[src/logic/serial_port_uart_pkg.sv]
// What this block does
// [RULE1] mode 00: shift register clocked at core clock divided by twelve
// [RULE2] mode 01: 8-bit UART timed by the selectable baud source
// [RULE3] mode 10: 9-bit UART at clock/64, or clock/32 with baud double set
// [RULE4] mode 11: 9-bit UART timed by the selectable baud source
// [RULE5] reception only while the receive enable bit 4 is one
// [RULE6] modes 2 and 3 send control bit 3 as the ninth bit
// [RULE7] modes 2 and 3 store the ninth received bit in control bit 2
// [RULE8] tx done bit 1 set at end of bit 8 (mode 0) or stop start
// [RULE9] rx done bit 0 set at end of bit 8 (mode 0) or stop middle
// [RULE10] writing the data buffer loads it and starts a transmission
// [RULE11] reading the data buffer returns the separate receive buffer
// [RULE12] baud source bit 7 in modes 1 and 3: 1 internal, 0 timer 1
// [RULE13] timer 1 source: rate is 2^double times overflow rate over 32
// [RULE14] internal source: rate is 2^double clock over 64*(1024-reload)
// [RULE15] reload value is low register plus two low bits of high register
// [RULE16] all bit timing derives from the core clock only; with the timer 1 source the tick comes from timer1Overflow instead
// [RULE17] multiprocessor enable in 9-bit modes accepts only ninth bit one
// [RULE18] frames: low start, data LSB first, optional ninth, high stop, idle high
package serial_port_uart_pkg;
  localparam logic [7:0] ADDR_CONTROL = 8'h98;
  localparam logic [7:0] ADDR_DATA = 8'h99;
  localparam logic [7:0] ADDR_RELOAD_LOW = 8'haa;
  localparam logic [7:0] ADDR_RELOAD_HIGH = 8'hba;
  localparam logic [7:0] ADDR_BAUD_SELECT = 8'hd8;
  localparam logic [7:0] ADDR_BAUD_DOUBLE = 8'hf7;
  localparam logic [7:0] ADDR_IRQ_STATUS = 8'hf8;
  localparam logic [7:0] ADDR_IRQ_MASK = 8'hf9;
  localparam logic [7:0] RST_CONTROL = 8'h00;
  localparam logic [7:0] RST_DATA = 8'h00;
  localparam logic [7:0] RST_RELOAD_LOW = 8'hd9;
  localparam logic [7:0] RST_RELOAD_HIGH = 8'h03;
  localparam int BIT_MODE_HI = 7;
  localparam int BIT_MODE_LO = 6;
  localparam int BIT_MPE = 5;
  localparam int BIT_REN = 4;
  localparam int BIT_TB8 = 3;
  localparam int BIT_RB8 = 2;
  localparam int BIT_TI = 1;
  localparam int BIT_RI = 0;
  localparam int BIT_BAUD_GEN = 7;
  localparam int BIT_DOUBLE = 7;
  localparam int IRQ_RX = 0;
  localparam int IRQ_TX = 1;
  localparam logic [3:0] SHIFT_LAST = 4'hb;
  localparam logic [3:0] SHIFT_HALF = 4'h6;
  localparam logic [3:0] TICK_LAST = 4'hf;
  localparam logic [3:0] TICK_MID = 4'h7;
  localparam logic [2:0] BIT_LAST = 3'h7;
  localparam logic [1:0] PRE_SLOW = 2'h3;
  localparam logic [1:0] PRE_FAST = 2'h1;
  localparam logic [9:0] RELOAD_TOP = 10'h3ff;
  typedef enum logic [1:0] {
    MODE_SHIFT = 2'b00, MODE_UART8 = 2'b01, MODE_UART9_FIXED = 2'b10, MODE_UART9_VAR = 2'b11
  } mode_type;
  typedef enum logic [4:0] {
    TX_IDLE = 5'b00001, TX_START = 5'b00010, TX_DATA = 5'b00100, TX_NINTH = 5'b01000, TX_STOP = 5'b10000
  } tx_state_type;
  typedef enum logic [4:0] {
    RX_IDLE = 5'b00001, RX_START = 5'b00010, RX_DATA = 5'b00100, RX_NINTH = 5'b01000, RX_STOP = 5'b10000
  } rx_state_type;
endpackage

[src/logic/serial_port_uart.sv]
// Strobed register access is this design's own decision.
`timescale 1ns/10ps
module serial_port_uart import serial_port_uart_pkg::*; (
  input wire logic core_clk,
  input wire logic reset_n,
  input wire logic [7:0] regAddr,
  input wire logic [7:0] regWdata,
  input wire logic regWrite,
  input wire logic regRead,
  output logic [7:0] regRdata,
  input wire logic timer1Overflow,
  input wire logic rxdIn,
  output logic rxdOut,
  output logic rxdOe,
  output logic txdOut,
  output logic irq
);
  logic [7:0] control;
  logic [7:0] rxBuffer;
  logic [7:0] reloadLow;
  logic [7:0] reloadHigh;
  logic baudSelect;
  logic baudDouble;
  logic [1:0] irqStatus;
  logic [1:0] irqMask;
  mode_type mode;
  logic varMode;
  logic nineBit;
  logic [9:0] reloadValue;
  logic wrCtl;
  logic wrData;
  logic [1:0] preCnt;
  logic preDone;
  logic [9:0] relCnt;
  logic t1Half;
  logic sampleTick;
  logic syncBusy;
  logic syncRx;
  logic [3:0] syncPhase;
  logic [2:0] syncBits;
  logic syncEnd;
  logic syncStartRx;
  tx_state_type txState;
  logic [3:0] txTick;
  logic [2:0] txBit;
  logic [7:0] txShift;
  logic txNinthBit;
  logic txLine;
  logic txBitEnd;
  logic asyncTxDone;
  logic txDoneSet;
  rx_state_type rxState;
  logic [3:0] rxTick;
  logic [2:0] rxBit;
  logic [7:0] rxShift;
  logic rxNinthLatch;
  logic rxPrev;
  logic rxSampleNow;
  logic rxAccept;
  logic rxStore;
  logic rxNinth;

  assign mode = mode_type'(control[BIT_MODE_HI:BIT_MODE_LO]);
  assign varMode = control[BIT_MODE_LO];
  assign nineBit = control[BIT_MODE_HI];
  assign reloadValue = {reloadHigh[1:0], reloadLow}; // RULE15
  assign wrCtl = regWrite && regAddr == ADDR_CONTROL;
  assign wrData = regWrite && regAddr == ADDR_DATA;

  // register file
  always_ff @(posedge core_clk) begin
    if (!reset_n) begin
      reloadLow <= RST_RELOAD_LOW;
      reloadHigh <= RST_RELOAD_HIGH;
      baudSelect <= 1'b0;
      baudDouble <= 1'b0;
      irqMask <= 2'h0;
    end else if (regWrite) begin
      if (regAddr == ADDR_RELOAD_LOW) begin
        reloadLow <= regWdata;
      end else if (regAddr == ADDR_RELOAD_HIGH) begin
        reloadHigh <= regWdata;
      end else if (regAddr == ADDR_BAUD_SELECT) begin
        baudSelect <= regWdata[BIT_BAUD_GEN];
      end else if (regAddr == ADDR_BAUD_DOUBLE) begin
        baudDouble <= regWdata[BIT_DOUBLE];
      end else if (regAddr == ADDR_IRQ_MASK) begin
        irqMask <= regWdata[1:0];
      end
    end
  end

  // hardware set beats a software write in the same cycle
  always_ff @(posedge core_clk) begin
    if (!reset_n) begin
      control <= RST_CONTROL;
    end else begin
      if (wrCtl) begin
        control[BIT_MODE_HI:BIT_TB8] <= regWdata[BIT_MODE_HI:BIT_TB8];
      end
      if (rxStore) begin
        control[BIT_RB8] <= rxNinth; // RULE7
      end else if (wrCtl) begin
        control[BIT_RB8] <= regWdata[BIT_RB8];
      end
      if (txDoneSet) begin
        control[BIT_TI] <= 1'b1; // RULE8
      end else if (wrCtl) begin
        control[BIT_TI] <= regWdata[BIT_TI];
      end
      if (rxStore) begin
        control[BIT_RI] <= 1'b1; // RULE9
      end else if (wrCtl) begin
        control[BIT_RI] <= regWdata[BIT_RI];
      end
    end
  end

  always_ff @(posedge core_clk) begin
    if (!reset_n) begin
      irqStatus <= 2'h0;
    end else begin
      irqStatus[IRQ_RX] <= rxStore || (irqStatus[IRQ_RX] &&
        !(regWrite && regAddr == ADDR_IRQ_STATUS && regWdata[IRQ_RX]));
      irqStatus[IRQ_TX] <= txDoneSet || (irqStatus[IRQ_TX] &&
        !(regWrite && regAddr == ADDR_IRQ_STATUS && regWdata[IRQ_TX]));
    end
  end

  always_ff @(posedge core_clk) begin
    if (!reset_n) begin
      irq <= 1'b0;
    end else begin
      irq <= |(irqStatus & irqMask);
    end
  end

  always_ff @(posedge core_clk) begin
    if (!reset_n) begin
      regRdata <= 8'h00;
    end else if (!regRead) begin
      regRdata <= 8'h00;
    end else if (regAddr == ADDR_CONTROL) begin
      regRdata <= control;
    end else if (regAddr == ADDR_DATA) begin
      regRdata <= rxBuffer; // RULE11
    end else if (regAddr == ADDR_RELOAD_LOW) begin
      regRdata <= reloadLow;
    end else if (regAddr == ADDR_RELOAD_HIGH) begin
      regRdata <= reloadHigh;
    end else if (regAddr == ADDR_BAUD_SELECT) begin
      regRdata <= {baudSelect, 7'h00};
    end else if (regAddr == ADDR_BAUD_DOUBLE) begin
      regRdata <= {baudDouble, 7'h00};
    end else if (regAddr == ADDR_IRQ_STATUS) begin
      regRdata <= {6'h00, irqStatus};
    end else if (regAddr == ADDR_IRQ_MASK) begin
      regRdata <= {6'h00, irqMask};
    end else begin
      regRdata <= 8'h00;
    end
  end

  // sixteen-times oversampling tick, from core_clk, or from timer1Overflow when timer 1 is the baud source
  assign preDone = preCnt == (baudDouble ? PRE_FAST : PRE_SLOW); // RULE3 RULE14

  always_ff @(posedge core_clk) begin
    if (!reset_n) begin
      preCnt <= 2'h0;
    end else begin
      preCnt <= preDone ? 2'h0 : preCnt + 2'h1;
    end
  end

  always_ff @(posedge core_clk) begin
    if (!reset_n) begin
      // start on the reset reload value so the generator keeps its rate right after reset
      relCnt <= {RST_RELOAD_HIGH[1:0], RST_RELOAD_LOW};
    end else if (preDone) begin
      relCnt <= (relCnt == RELOAD_TOP) ? reloadValue : relCnt + 10'h001; // RULE14
    end
  end

  always_ff @(posedge core_clk) begin
    if (!reset_n) begin
      t1Half <= 1'b0;
    end else if (timer1Overflow) begin
      t1Half <= !t1Half;
    end
  end

  always_comb begin
    if (!varMode) begin
      sampleTick = preDone; // RULE3 RULE16
    end else if (baudSelect) begin
      sampleTick = preDone && relCnt == RELOAD_TOP; // RULE12 RULE2 RULE4
    end else begin
      sampleTick = timer1Overflow && (baudDouble || t1Half); // RULE13
    end
  end

  // mode 0 engine: one shift clock every twelve core clocks
  assign syncEnd = syncBusy && syncPhase == SHIFT_LAST;
  assign syncStartRx = mode == MODE_SHIFT && control[BIT_REN] && !control[BIT_RI] &&
    !syncBusy && !wrData; // RULE5

  always_ff @(posedge core_clk) begin
    if (!reset_n) begin
      syncBusy <= 1'b0;
      syncRx <= 1'b0;
      syncPhase <= 4'h0;
      syncBits <= 3'h0;
    end else if (wrData && mode == MODE_SHIFT) begin
      syncBusy <= 1'b1;
      syncRx <= 1'b0;
      syncPhase <= 4'h0;
      syncBits <= 3'h0;
    end else if (syncStartRx) begin
      syncBusy <= 1'b1;
      syncRx <= 1'b1;
      syncPhase <= 4'h0;
      syncBits <= 3'h0;
    end else if (syncBusy) begin
      syncPhase <= syncEnd ? 4'h0 : syncPhase + 4'h1; // RULE1
      if (syncEnd) begin
        syncBits <= syncBits + 3'h1;
        if (syncBits == BIT_LAST) begin
          syncBusy <= 1'b0;
        end
      end
    end
  end

  // asynchronous transmitter
  assign txBitEnd = sampleTick && txTick == TICK_LAST;
  assign asyncTxDone = txBitEnd && ((txState == TX_DATA && txBit == BIT_LAST && !nineBit) ||
    txState == TX_NINTH);
  assign txDoneSet = asyncTxDone || (syncEnd && !syncRx && syncBits == BIT_LAST); // RULE8

  always_ff @(posedge core_clk) begin
    if (!reset_n) begin
      txState <= TX_IDLE;
      txTick <= 4'h0;
      txBit <= 3'h0;
      txShift <= RST_DATA;
      txNinthBit <= 1'b0;
      txLine <= 1'b1;
    end else if (wrData) begin
      txShift <= regWdata; // RULE10
      txNinthBit <= control[BIT_TB8]; // RULE6
      txTick <= 4'h0;
      txBit <= 3'h0;
      if (mode != MODE_SHIFT) begin
        txState <= TX_START;
        txLine <= 1'b0; // RULE18
      end
    end else if (syncEnd && !syncRx) begin
      txShift <= {1'b0, txShift[7:1]};
    end else begin
      if (sampleTick) begin
        txTick <= txTick + 4'h1;
      end
      case (txState)
        TX_START: begin
          if (txBitEnd) begin
            txState <= TX_DATA;
            txLine <= txShift[0];
            txShift <= {1'b0, txShift[7:1]};
          end
        end
        TX_DATA: begin
          if (txBitEnd) begin
            txBit <= txBit + 3'h1;
            if (txBit != BIT_LAST) begin
              txLine <= txShift[0];
              txShift <= {1'b0, txShift[7:1]};
            end else if (nineBit) begin
              txState <= TX_NINTH;
              txLine <= txNinthBit; // RULE6
            end else begin
              txState <= TX_STOP;
              txLine <= 1'b1;
            end
          end
        end
        TX_NINTH: begin
          if (txBitEnd) begin
            txState <= TX_STOP;
            txLine <= 1'b1; // RULE18
          end
        end
        TX_STOP: begin
          if (txBitEnd) begin
            txState <= TX_IDLE;
          end
        end
        default: begin
          txState <= TX_IDLE;
          txLine <= 1'b1;
        end
      endcase
    end
  end

  // pin drive; in mode 0 the transmit pin carries the shift clock
  always_ff @(posedge core_clk) begin
    if (!reset_n) begin
      txdOut <= 1'b1;
      rxdOut <= 1'b1;
      rxdOe <= 1'b0;
    end else if (mode == MODE_SHIFT) begin
      txdOut <= !syncBusy || syncPhase >= SHIFT_HALF; // RULE1
      rxdOut <= txShift[0];
      rxdOe <= syncBusy && !syncRx;
    end else begin
      txdOut <= txLine;
      rxdOut <= 1'b1;
      rxdOe <= 1'b0;
    end
  end

  // asynchronous receiver
  assign rxSampleNow = sampleTick && rxTick == TICK_LAST;
  assign rxAccept = !control[BIT_RI] && rxdIn &&
    (!control[BIT_MPE] || !nineBit || rxNinthLatch); // RULE17 RULE18
  assign rxNinth = nineBit ? rxNinthLatch : rxdIn;
  assign rxStore = (rxState == RX_STOP && rxSampleNow && rxAccept) ||
    (syncEnd && syncRx && syncBits == BIT_LAST); // RULE9

  always_ff @(posedge core_clk) begin
    if (!reset_n) begin
      rxPrev <= 1'b1;
    end else begin
      rxPrev <= rxdIn;
    end
  end

  always_ff @(posedge core_clk) begin
    if (!reset_n) begin
      rxState <= RX_IDLE;
      rxTick <= 4'h0;
      rxBit <= 3'h0;
      rxShift <= 8'h00;
      rxNinthLatch <= 1'b0;
      rxBuffer <= RST_DATA;
    end else if (mode == MODE_SHIFT) begin
      rxState <= RX_IDLE;
      if (syncEnd && syncRx) begin
        rxShift <= {rxdIn, rxShift[7:1]};
        if (syncBits == BIT_LAST) begin
          rxBuffer <= {rxdIn, rxShift[7:1]};
        end
      end
    end else begin
      if (sampleTick) begin
        rxTick <= rxTick + 4'h1;
      end
      case (rxState)
        RX_IDLE: begin
          if (control[BIT_REN] && rxPrev && !rxdIn) begin // RULE5
            rxState <= RX_START;
            rxTick <= 4'h0;
            rxBit <= 3'h0;
          end
        end
        RX_START: begin
          if (sampleTick && rxTick == TICK_MID) begin
            rxTick <= 4'h0;
            rxState <= rxdIn ? RX_IDLE : RX_DATA; // RULE18
          end
        end
        RX_DATA: begin
          if (rxSampleNow) begin
            rxShift <= {rxdIn, rxShift[7:1]};
            rxBit <= rxBit + 3'h1;
            if (rxBit == BIT_LAST) begin
              rxState <= nineBit ? RX_NINTH : RX_STOP;
            end
          end
        end
        RX_NINTH: begin
          if (rxSampleNow) begin
            rxNinthLatch <= rxdIn; // RULE7
            rxState <= RX_STOP;
          end
        end
        RX_STOP: begin
          if (rxSampleNow) begin
            rxState <= RX_IDLE;
            if (rxAccept) begin
              rxBuffer <= rxShift;
            end
          end
        end
        default: rxState <= RX_IDLE;
      endcase
    end
  end
endmodule

[config.mk]
export PLATFORM = sky130hd
export DESIGN_NAME = serial_port_uart
export DESIGN_NICKNAME = d
export VERILOG_FILES = /design/src/logic/serial_port_uart_pkg.sv /design/src/logic/serial_port_uart.sv
export SDC_FILE = /design/constraint.sdc
export NUM_CORES = 1
export LEC_CHECK = 0
export BUFFER_PORTS_ARGS = -buffer_cell sky130_fd_sc_hd__buf_2
export CAP_MARGIN = 20
export CORE_MARGIN = 2
export CORE_UTILIZATION = 30
export DETAILED_ROUTE_END_ITERATION = 16
export PLACE_DENSITY = 0.5
export SLEW_MARGIN = 20
export SYNTH_ARGS = -nofsm -noshare
export SYNTH_HDL_FRONTEND = slang
export SYNTH_SLANG_ARGS = --single-unit
export TNS_END_PERCENT = 30
[constraint.sdc]
create_clock -name core_clk -period 3.15 [get_ports core_clk]
set_input_delay 0.63 -clock core_clk [delete_from_list [all_inputs] [get_ports core_clk]]
set_output_delay 0.63 -clock core_clk [all_outputs]
set_load 0.1 [all_outputs]
-- Yosys cells after proc, flatten, opt, wreduce, memory -nomap -nowiden
Cells that the tools add are included.
- multiplexer cells: 76
- $add $sub $neg: 8
- eq/ne operators: 46
- bitwise gates (word level): 8
- order comparisons: 1
- reduce and logical (&&, ||, !) cells: 85
- operators by type and width (operator ; number):
    2-to-1 mux 8 bit ; 21
    2-to-1 mux 5 bit ; 15
    equality test 8 bit (second input constant) ; 8
    logical AND 1 bit ; 32
    case mux 5 bit (5 select lines) ; 1
    2-to-1 mux 1 bit ; 23
    case mux 5 bit (4 select lines) ; 1
    inequality test 3 bit (second input constant) ; 6
    AND reduction 6 bit ; 3
    2-to-1 mux 4 bit ; 4
    inequality test 2 bit (second input constant) ; 8
    case mux 8 bit (2 select lines) ; 1
    nonzero test 2 bit ; 8
    adder 4 x 1 -> 4 bit (second input constant) ; 3
    equality test 4 bit (second input constant) ; 3
    AND reduction 3 bit ; 4
    AND reduction 4 bit ; 3
    adder 10 x 1 -> 10 bit (second input constant) ; 1
    equality test 10 bit (second input constant) ; 1
    equality test 5 x 2 -> 1 bit (second input constant) ; 2
    equality test 5 x 3 -> 1 bit (second input constant) ; 2
    equality test 5 x 4 -> 1 bit (second input constant) ; 2
    equality test 5 bit (second input constant) ; 2
    logical NOT 1 bit ; 10
    27 further kinds ; 60
- flip-flop bits (word level): 116
- output and inout bits: 12
- word-level logic and storage cells: 258

-- Longest topological paths before layout
- word-level depth: 10
- mapped depth: 9
- mapped depth without buffers: 7

-- Worst setup path after synthesis
No wires, ideal clock.
- path type: input port to flip-flop
- start point: in regAddr[2]
- end point: reg control[2]
- setup slack: 922 ps
- arrival time: 2112 ps
- cell stages on the path: 6
- buffers on the path: 0
- cell sequence: nand2b_1 > or2_2 > nor3_1 > nand2_1 > mux2_2 > o211a_1
- word-level cells in the longest chain between the ends: 3
- RTL lines (what ; RTL line ; source):
    start: declaration ; serial_port_uart.sv:6 ; input wire logic [7:0] regAddr,
    equality test 8 bit ; serial_port_uart.sv:67 ; assign wrCtl = regWrite && regAddr == ADDR_CONTROL;
    logical AND 1 bit ; serial_port_uart.sv:67 ;
    nonzero test 2 bit (no line) ; - ;
    end signal: indexed assignment ; serial_port_uart.sv:99 ; control[BIT_MODE_HI:BIT_TB8] <= regWdata[BIT_MODE_HI:BIT_TB8];
    end signal: indexed assignment ; serial_port_uart.sv:102 ; control[BIT_RB8] <= rxNinth;
    end signal: indexed assignment ; serial_port_uart.sv:104 ; control[BIT_RB8] <= regWdata[BIT_RB8];
    end: declaration ; serial_port_uart.sv:18 ; logic [7:0] control;
No other way between the ends.
A chain may end at the register's enable or synchronous reset.

-- Worst setup path after layout
- start point: reg relCnt[1]
- end point: reg txShift[4]
- word-level cells in the longest chain between the ends: 7
- elaborated cells between the ends (all ways): 8
- classes of those cells: eq/ne (3); mux (2); reduce/logical (3)
- RTL lines (what ; RTL line ; source):
    start: declaration ; serial_port_uart.sv:34 ; logic [9:0] relCnt;
    start signal: assignment ; serial_port_uart.sv:178 ; relCnt <= {RST_RELOAD_HIGH[1:0], RST_RELOAD_LOW};
    start signal: assignment ; serial_port_uart.sv:180 ; relCnt <= (relCnt == RELOAD_TOP) ? reloadValue : relCnt + 10'h001;
    equality test 10 bit * ; serial_port_uart.sv:196 ; sampleTick = preDone && relCnt == RELOAD_TOP;
    logical AND 1 bit * ; serial_port_uart.sv:196 ;
    2-to-1 mux 1 bit * ; serial_port_uart.sv:195 ; end else if (baudSelect) begin
    2-to-1 mux 1 bit * ; serial_port_uart.sv:193 ; if (!varMode) begin
    logical AND 1 bit * ; serial_port_uart.sv:235 ; assign txBitEnd = sampleTick && txTick == TICK_LAST;
    inequality test 4 bit (no line) or inequality test 4 x 3 -> 1 bit (tied branches) ; - ;
    AND reduction 4 bit (no line) * ; - ;
    end signal: assignment ; serial_port_uart.sv:249 ; txShift <= regWdata;
    end signal: assignment ; serial_port_uart.sv:258 ; txShift <= {1'b0, txShift[7:1]};
    end signal: assignment ; serial_port_uart.sv:268 ; txShift <= {1'b0, txShift[7:1]};
    end: declaration ; serial_port_uart.sv:46 ; logic [7:0] txShift;
Mark *: on every way between the ends. The rest lies on a longest branch, timed or not.

==> metrics.txt <==
Seq/Total Area, Yosys=40.1%; number of routed nets with antenna violations=0; detailed router's first-iteration violation count=334; ratio of cells with drive above 1 in the final layout=between 10% and 20%; Routed wire per std cell=~15 um; crit-path max FO=15; final number of hold-violating endpoints=0; CP Capture Type=flip-flop; drt total wl=15,100 um; slew at the pin closest to its max-slew limit=0.965 ns; top_reg_cell synth=sky130_fd_sc_hd__dfxtp_1; data arrival time of the worst path=2.92 ns; fin crit share=83.1%; kind of start point of the critical path=flip-flop; IO buf count=33; Fmax achieved=between 0.3 and 0.4 GHz; share of synthesized flip-flops with an asynchronous set or reset=0%; largest net degree at the start of global routing=between 50 and 60; CTS H-tree lvls=4; library cell used as clock root buffer=sky130_fd_sc_hd__clkbuf_16; post-CTS setup buffers=0; peak supply drop=between 0.0002 and 0.0003 V; syn avg cell area=between 8 and 9 um^2; Syn Inst Count=just under 700; Cell Chain, Critical Path=ha_1 -> nand4_1 -> nor3_2 -> a31oi_2 -> o31ai_2 -> nand3_1 -> o211a_1; worst setup slack before clock tree synthesis=between 0.3 and 0.4 ns; Horiz. Die Dim=between 100 and 150 um; Num CTS Buffers=17; Synth Warn #=0; count of cell types in the netlist=74; leakage power of the design=roughly 2.6 nW; # nets final=about 740; clock tree from TritonCTS=done; grt total ovfl=0; final period demand of the worst path=about 2.6 ns; DPL Wire Length=between 10,000 and 15,000 um; P&R area growth vs syn=15.5%; number of setup violations in the final report=0; Filler cells=1,929; number of top-level pins=34; setup TNS after final layout=0 ns; CTS clk-pin slew, worst paths=roughly 0.05 ns; overall routing resource usage=approximately 15%; clock buffer depth=2; worst stage delay on the critical path=roughly 0.8 ns; maximum clock skew at final layout=0.00864 ns; CTS Hold Buffers Added=0; start-to-end type of the worst setup path=reg -> reg; hold crit path type=reg -> reg; leading cell type in the layout, fill and taps excluded=sky130_fd_sc_hd__dfxtp_1; Row Count=50; synthesized net count=~720; power density relative to cell area=between 500 and 600 mW/mm^2; first-pass GRT wire length=roughly 24,000 um; post-layout util=between 30% and 40%; Initial Util=a little under a third; Max Cap Violations=0; Slowest-stage cell, CP=sky130_fd_sc_hd__o31ai_2; post-detailed-route DRC marker count=0; RSZ-0062 raised after global routing=no; die area=approximately 0.020 mm^2; buffers and inverters on the worst path=0; via count of the first global-routing pass=roughly 4,800; number of clock sinks=116; Worst slew margin=around a third; via count of the routed design=a little over 5,000; post-layout worst setup margin=between 0.5 and 0.6 ns; combined area of all synthesized cells=just under 0.006 mm^2; Yosys reg bits=116; post-CTS resize count=0; source-to-sink clock delay at the later pin of the worst-skew pair=around 0.41 ns; via/cell ratio=approximately 5.2; weighted congestion reported at the end of routability-driven placement=around 0.84; Worst Path Required=3.45 ns; initial antenna violation count=1; commonest cells after routing, fill and taps aside=sky130_fd_sc_hd__dfxtp_1, sky130_fd_sc_hd__nand2_1, sky130_fd_sc_hd__nor2_1; die span in y=143 um; Top Family by Delay on Critical Path=compound AO/OA/AOI/OAI gates; result of the run=finished, final reports clean; Overall Power=between 3 and 4 mW; number of search-and-repair iterations in the first detailed-routing pass=5; Core Area=between 0.015 and 0.02 mm^2; fin. max-slew vios=0; tightest hold margin=about 0.47 ns; number of flops mapped to enable cells by yosys=0
## where the power goes
part	total (mW)	leakage, nW	internal [mW]	switching (mW)
sequential	1.48	0.936	1.48	0.00635
clock	1.74	0.262	1.10	0.640
combinational	0.123	1.35	0.0386	0.0845
total	3.34	2.55	2.61	0.731
## cells in the mapped netlist, types with 3 or more instances
library cell	number	area share [%]
sky130_fd_sc_hd__a21boi_0	15	1.9
sky130_fd_sc_hd__o22ai_1	4	0.43
sky130_fd_sc_hd__a22oi_1	3	0.39
sky130_fd_sc_hd__a221oi_1	5	0.76
sky130_fd_sc_hd__or3_1	7	0.76
sky130_fd_sc_hd__mux2_2	4	0.78
sky130_fd_sc_hd__nand2_1	84	5.5
sky130_fd_sc_hd__o2bb2ai_1	3	0.45
sky130_fd_sc_hd__o2111ai_1	3	0.45
sky130_fd_sc_hd__a21oi_1	25	2.2
sky130_fd_sc_hd__and3_1	6	0.65
sky130_fd_sc_hd__xor2_1	4	0.61
sky130_fd_sc_hd__o21ai_1	3	0.26
sky130_fd_sc_hd__o21ai_0	40	3.5
sky130_fd_sc_hd__nor3_1	27	2.3
sky130_fd_sc_hd__buf_2	5	0.43
sky130_fd_sc_hd__nand2b_1	7	0.76
sky130_fd_sc_hd__nand4b_1	3	0.45
sky130_fd_sc_hd__o21a_1	11	1.4
sky130_fd_sc_hd__dfxtp_1	116	40
sky130_fd_sc_hd__and2_1	4	0.43
sky130_fd_sc_hd__xnor2_1	5	0.76
sky130_fd_sc_hd__mux2i_1	33	5.7
sky130_fd_sc_hd__o211a_1	9	1.6
sky130_fd_sc_hd__o211ai_1	10	1.3
sky130_fd_sc_hd__nand4_1	8	0.87
sky130_fd_sc_hd__buf_6	3	0.58
sky130_fd_sc_hd__or4_1	3	0.39
sky130_fd_sc_hd__nor2_1	60	3.9
sky130_fd_sc_hd__nor4_1	6	0.65
sky130_fd_sc_hd__nand3_1	49	4.2
sky130_fd_sc_hd__nor2b_1	22	2.4
sky130_fd_sc_hd__nor3b_1	4	0.52
sky130_fd_sc_hd__ha_1	11	2.4
sky130_fd_sc_hd__inv_1	11	0.71
sky130_fd_sc_hd__clkbuf_1	26	1.7
## kinds of logic after synthesis
logic type / after synthesis / synth area share [%]
fa+ha+maj: 11 / 2.38
buf+inv: 51 / 4.22
simple gates: 311 / 27.1
mux: 37 / 6.49
flops: 116 / 40.1
compound gates: 154 / 18.3
xor+xnor: 9 / 1.36
## registers in the layout (all words and copies together) (netlist names), 2 cells and up
register and cells:
relCnt 10, control 8, regRdata 8, reloadHigh 8, reloadLow 8, rxBuffer 8
rxShift 8, txShift 8, rxState 5, txState 5, rxTick 4, syncPhase 4
txTick 4, rxBit 3, syncBits 3, txBit 3, irqMask 2, irqStatus 2
preCnt 2
## worst paths after layout
path / from / to / slack, ns / cells past startpoint
setup reg to reg: relCnt[1] / txShift[4] / 0.53 / 7
hold / removal: reloadHigh[7] / reloadHigh[7] / 0.47 / 2
hold reg to reg: reloadHigh[7] / reloadHigh[7] / 0.47 / 2
setup / recovery: relCnt[1] / txShift[4] / 0.53 / 7
## layout make-up
class                      instances  area (um^2)  share of cell area [%]
timing repair buffer              43          240                    3.60
clock buffer                      26          509                    7.62
clock inverter                     4         22.5                   0.337
inverter                          11         41.3                   0.618
sequential                       116         2320                    34.8
multi-input combinational        522         3220                    48.2
tap                              260          325                    4.87
antenna                            1         2.50                  0.0375
## through the flow
step / cell area [um^2] / cells
3_3_place_gp: 6150 / 952
3_5_place_dp: 6150 / 952
4_1_cts: 6680 / 982
5_1_grt: 6680 / 982
6_report: 6680 / 983
2_1_floorplan: 5780 / 689
## worst register-to-register path, cell delays in order, from the launching register on
cell and delay [ns]:
sky130_fd_sc_hd__dfxtp_1 0.36, sky130_fd_sc_hd__ha_1 0.22, sky130_fd_sc_hd__nand4_1 0.19, sky130_fd_sc_hd__nor3_2 0.35, sky130_fd_sc_hd__a31oi_2 0.20, sky130_fd_sc_hd__o31ai_2 0.80
sky130_fd_sc_hd__nand3_1 0.20, sky130_fd_sc_hd__o211a_1 0.19
## routing by layer
metal  share of wire [%]  track usage (%)  vias up
li1                    -                -     2549
met1                  48             19.4     2407
met2                  47             24.6      107
met3                 4.5             4.23       15
met4                0.98             5.26        0
met5                   0                0        -
Power figures use the tool's default switching activity.
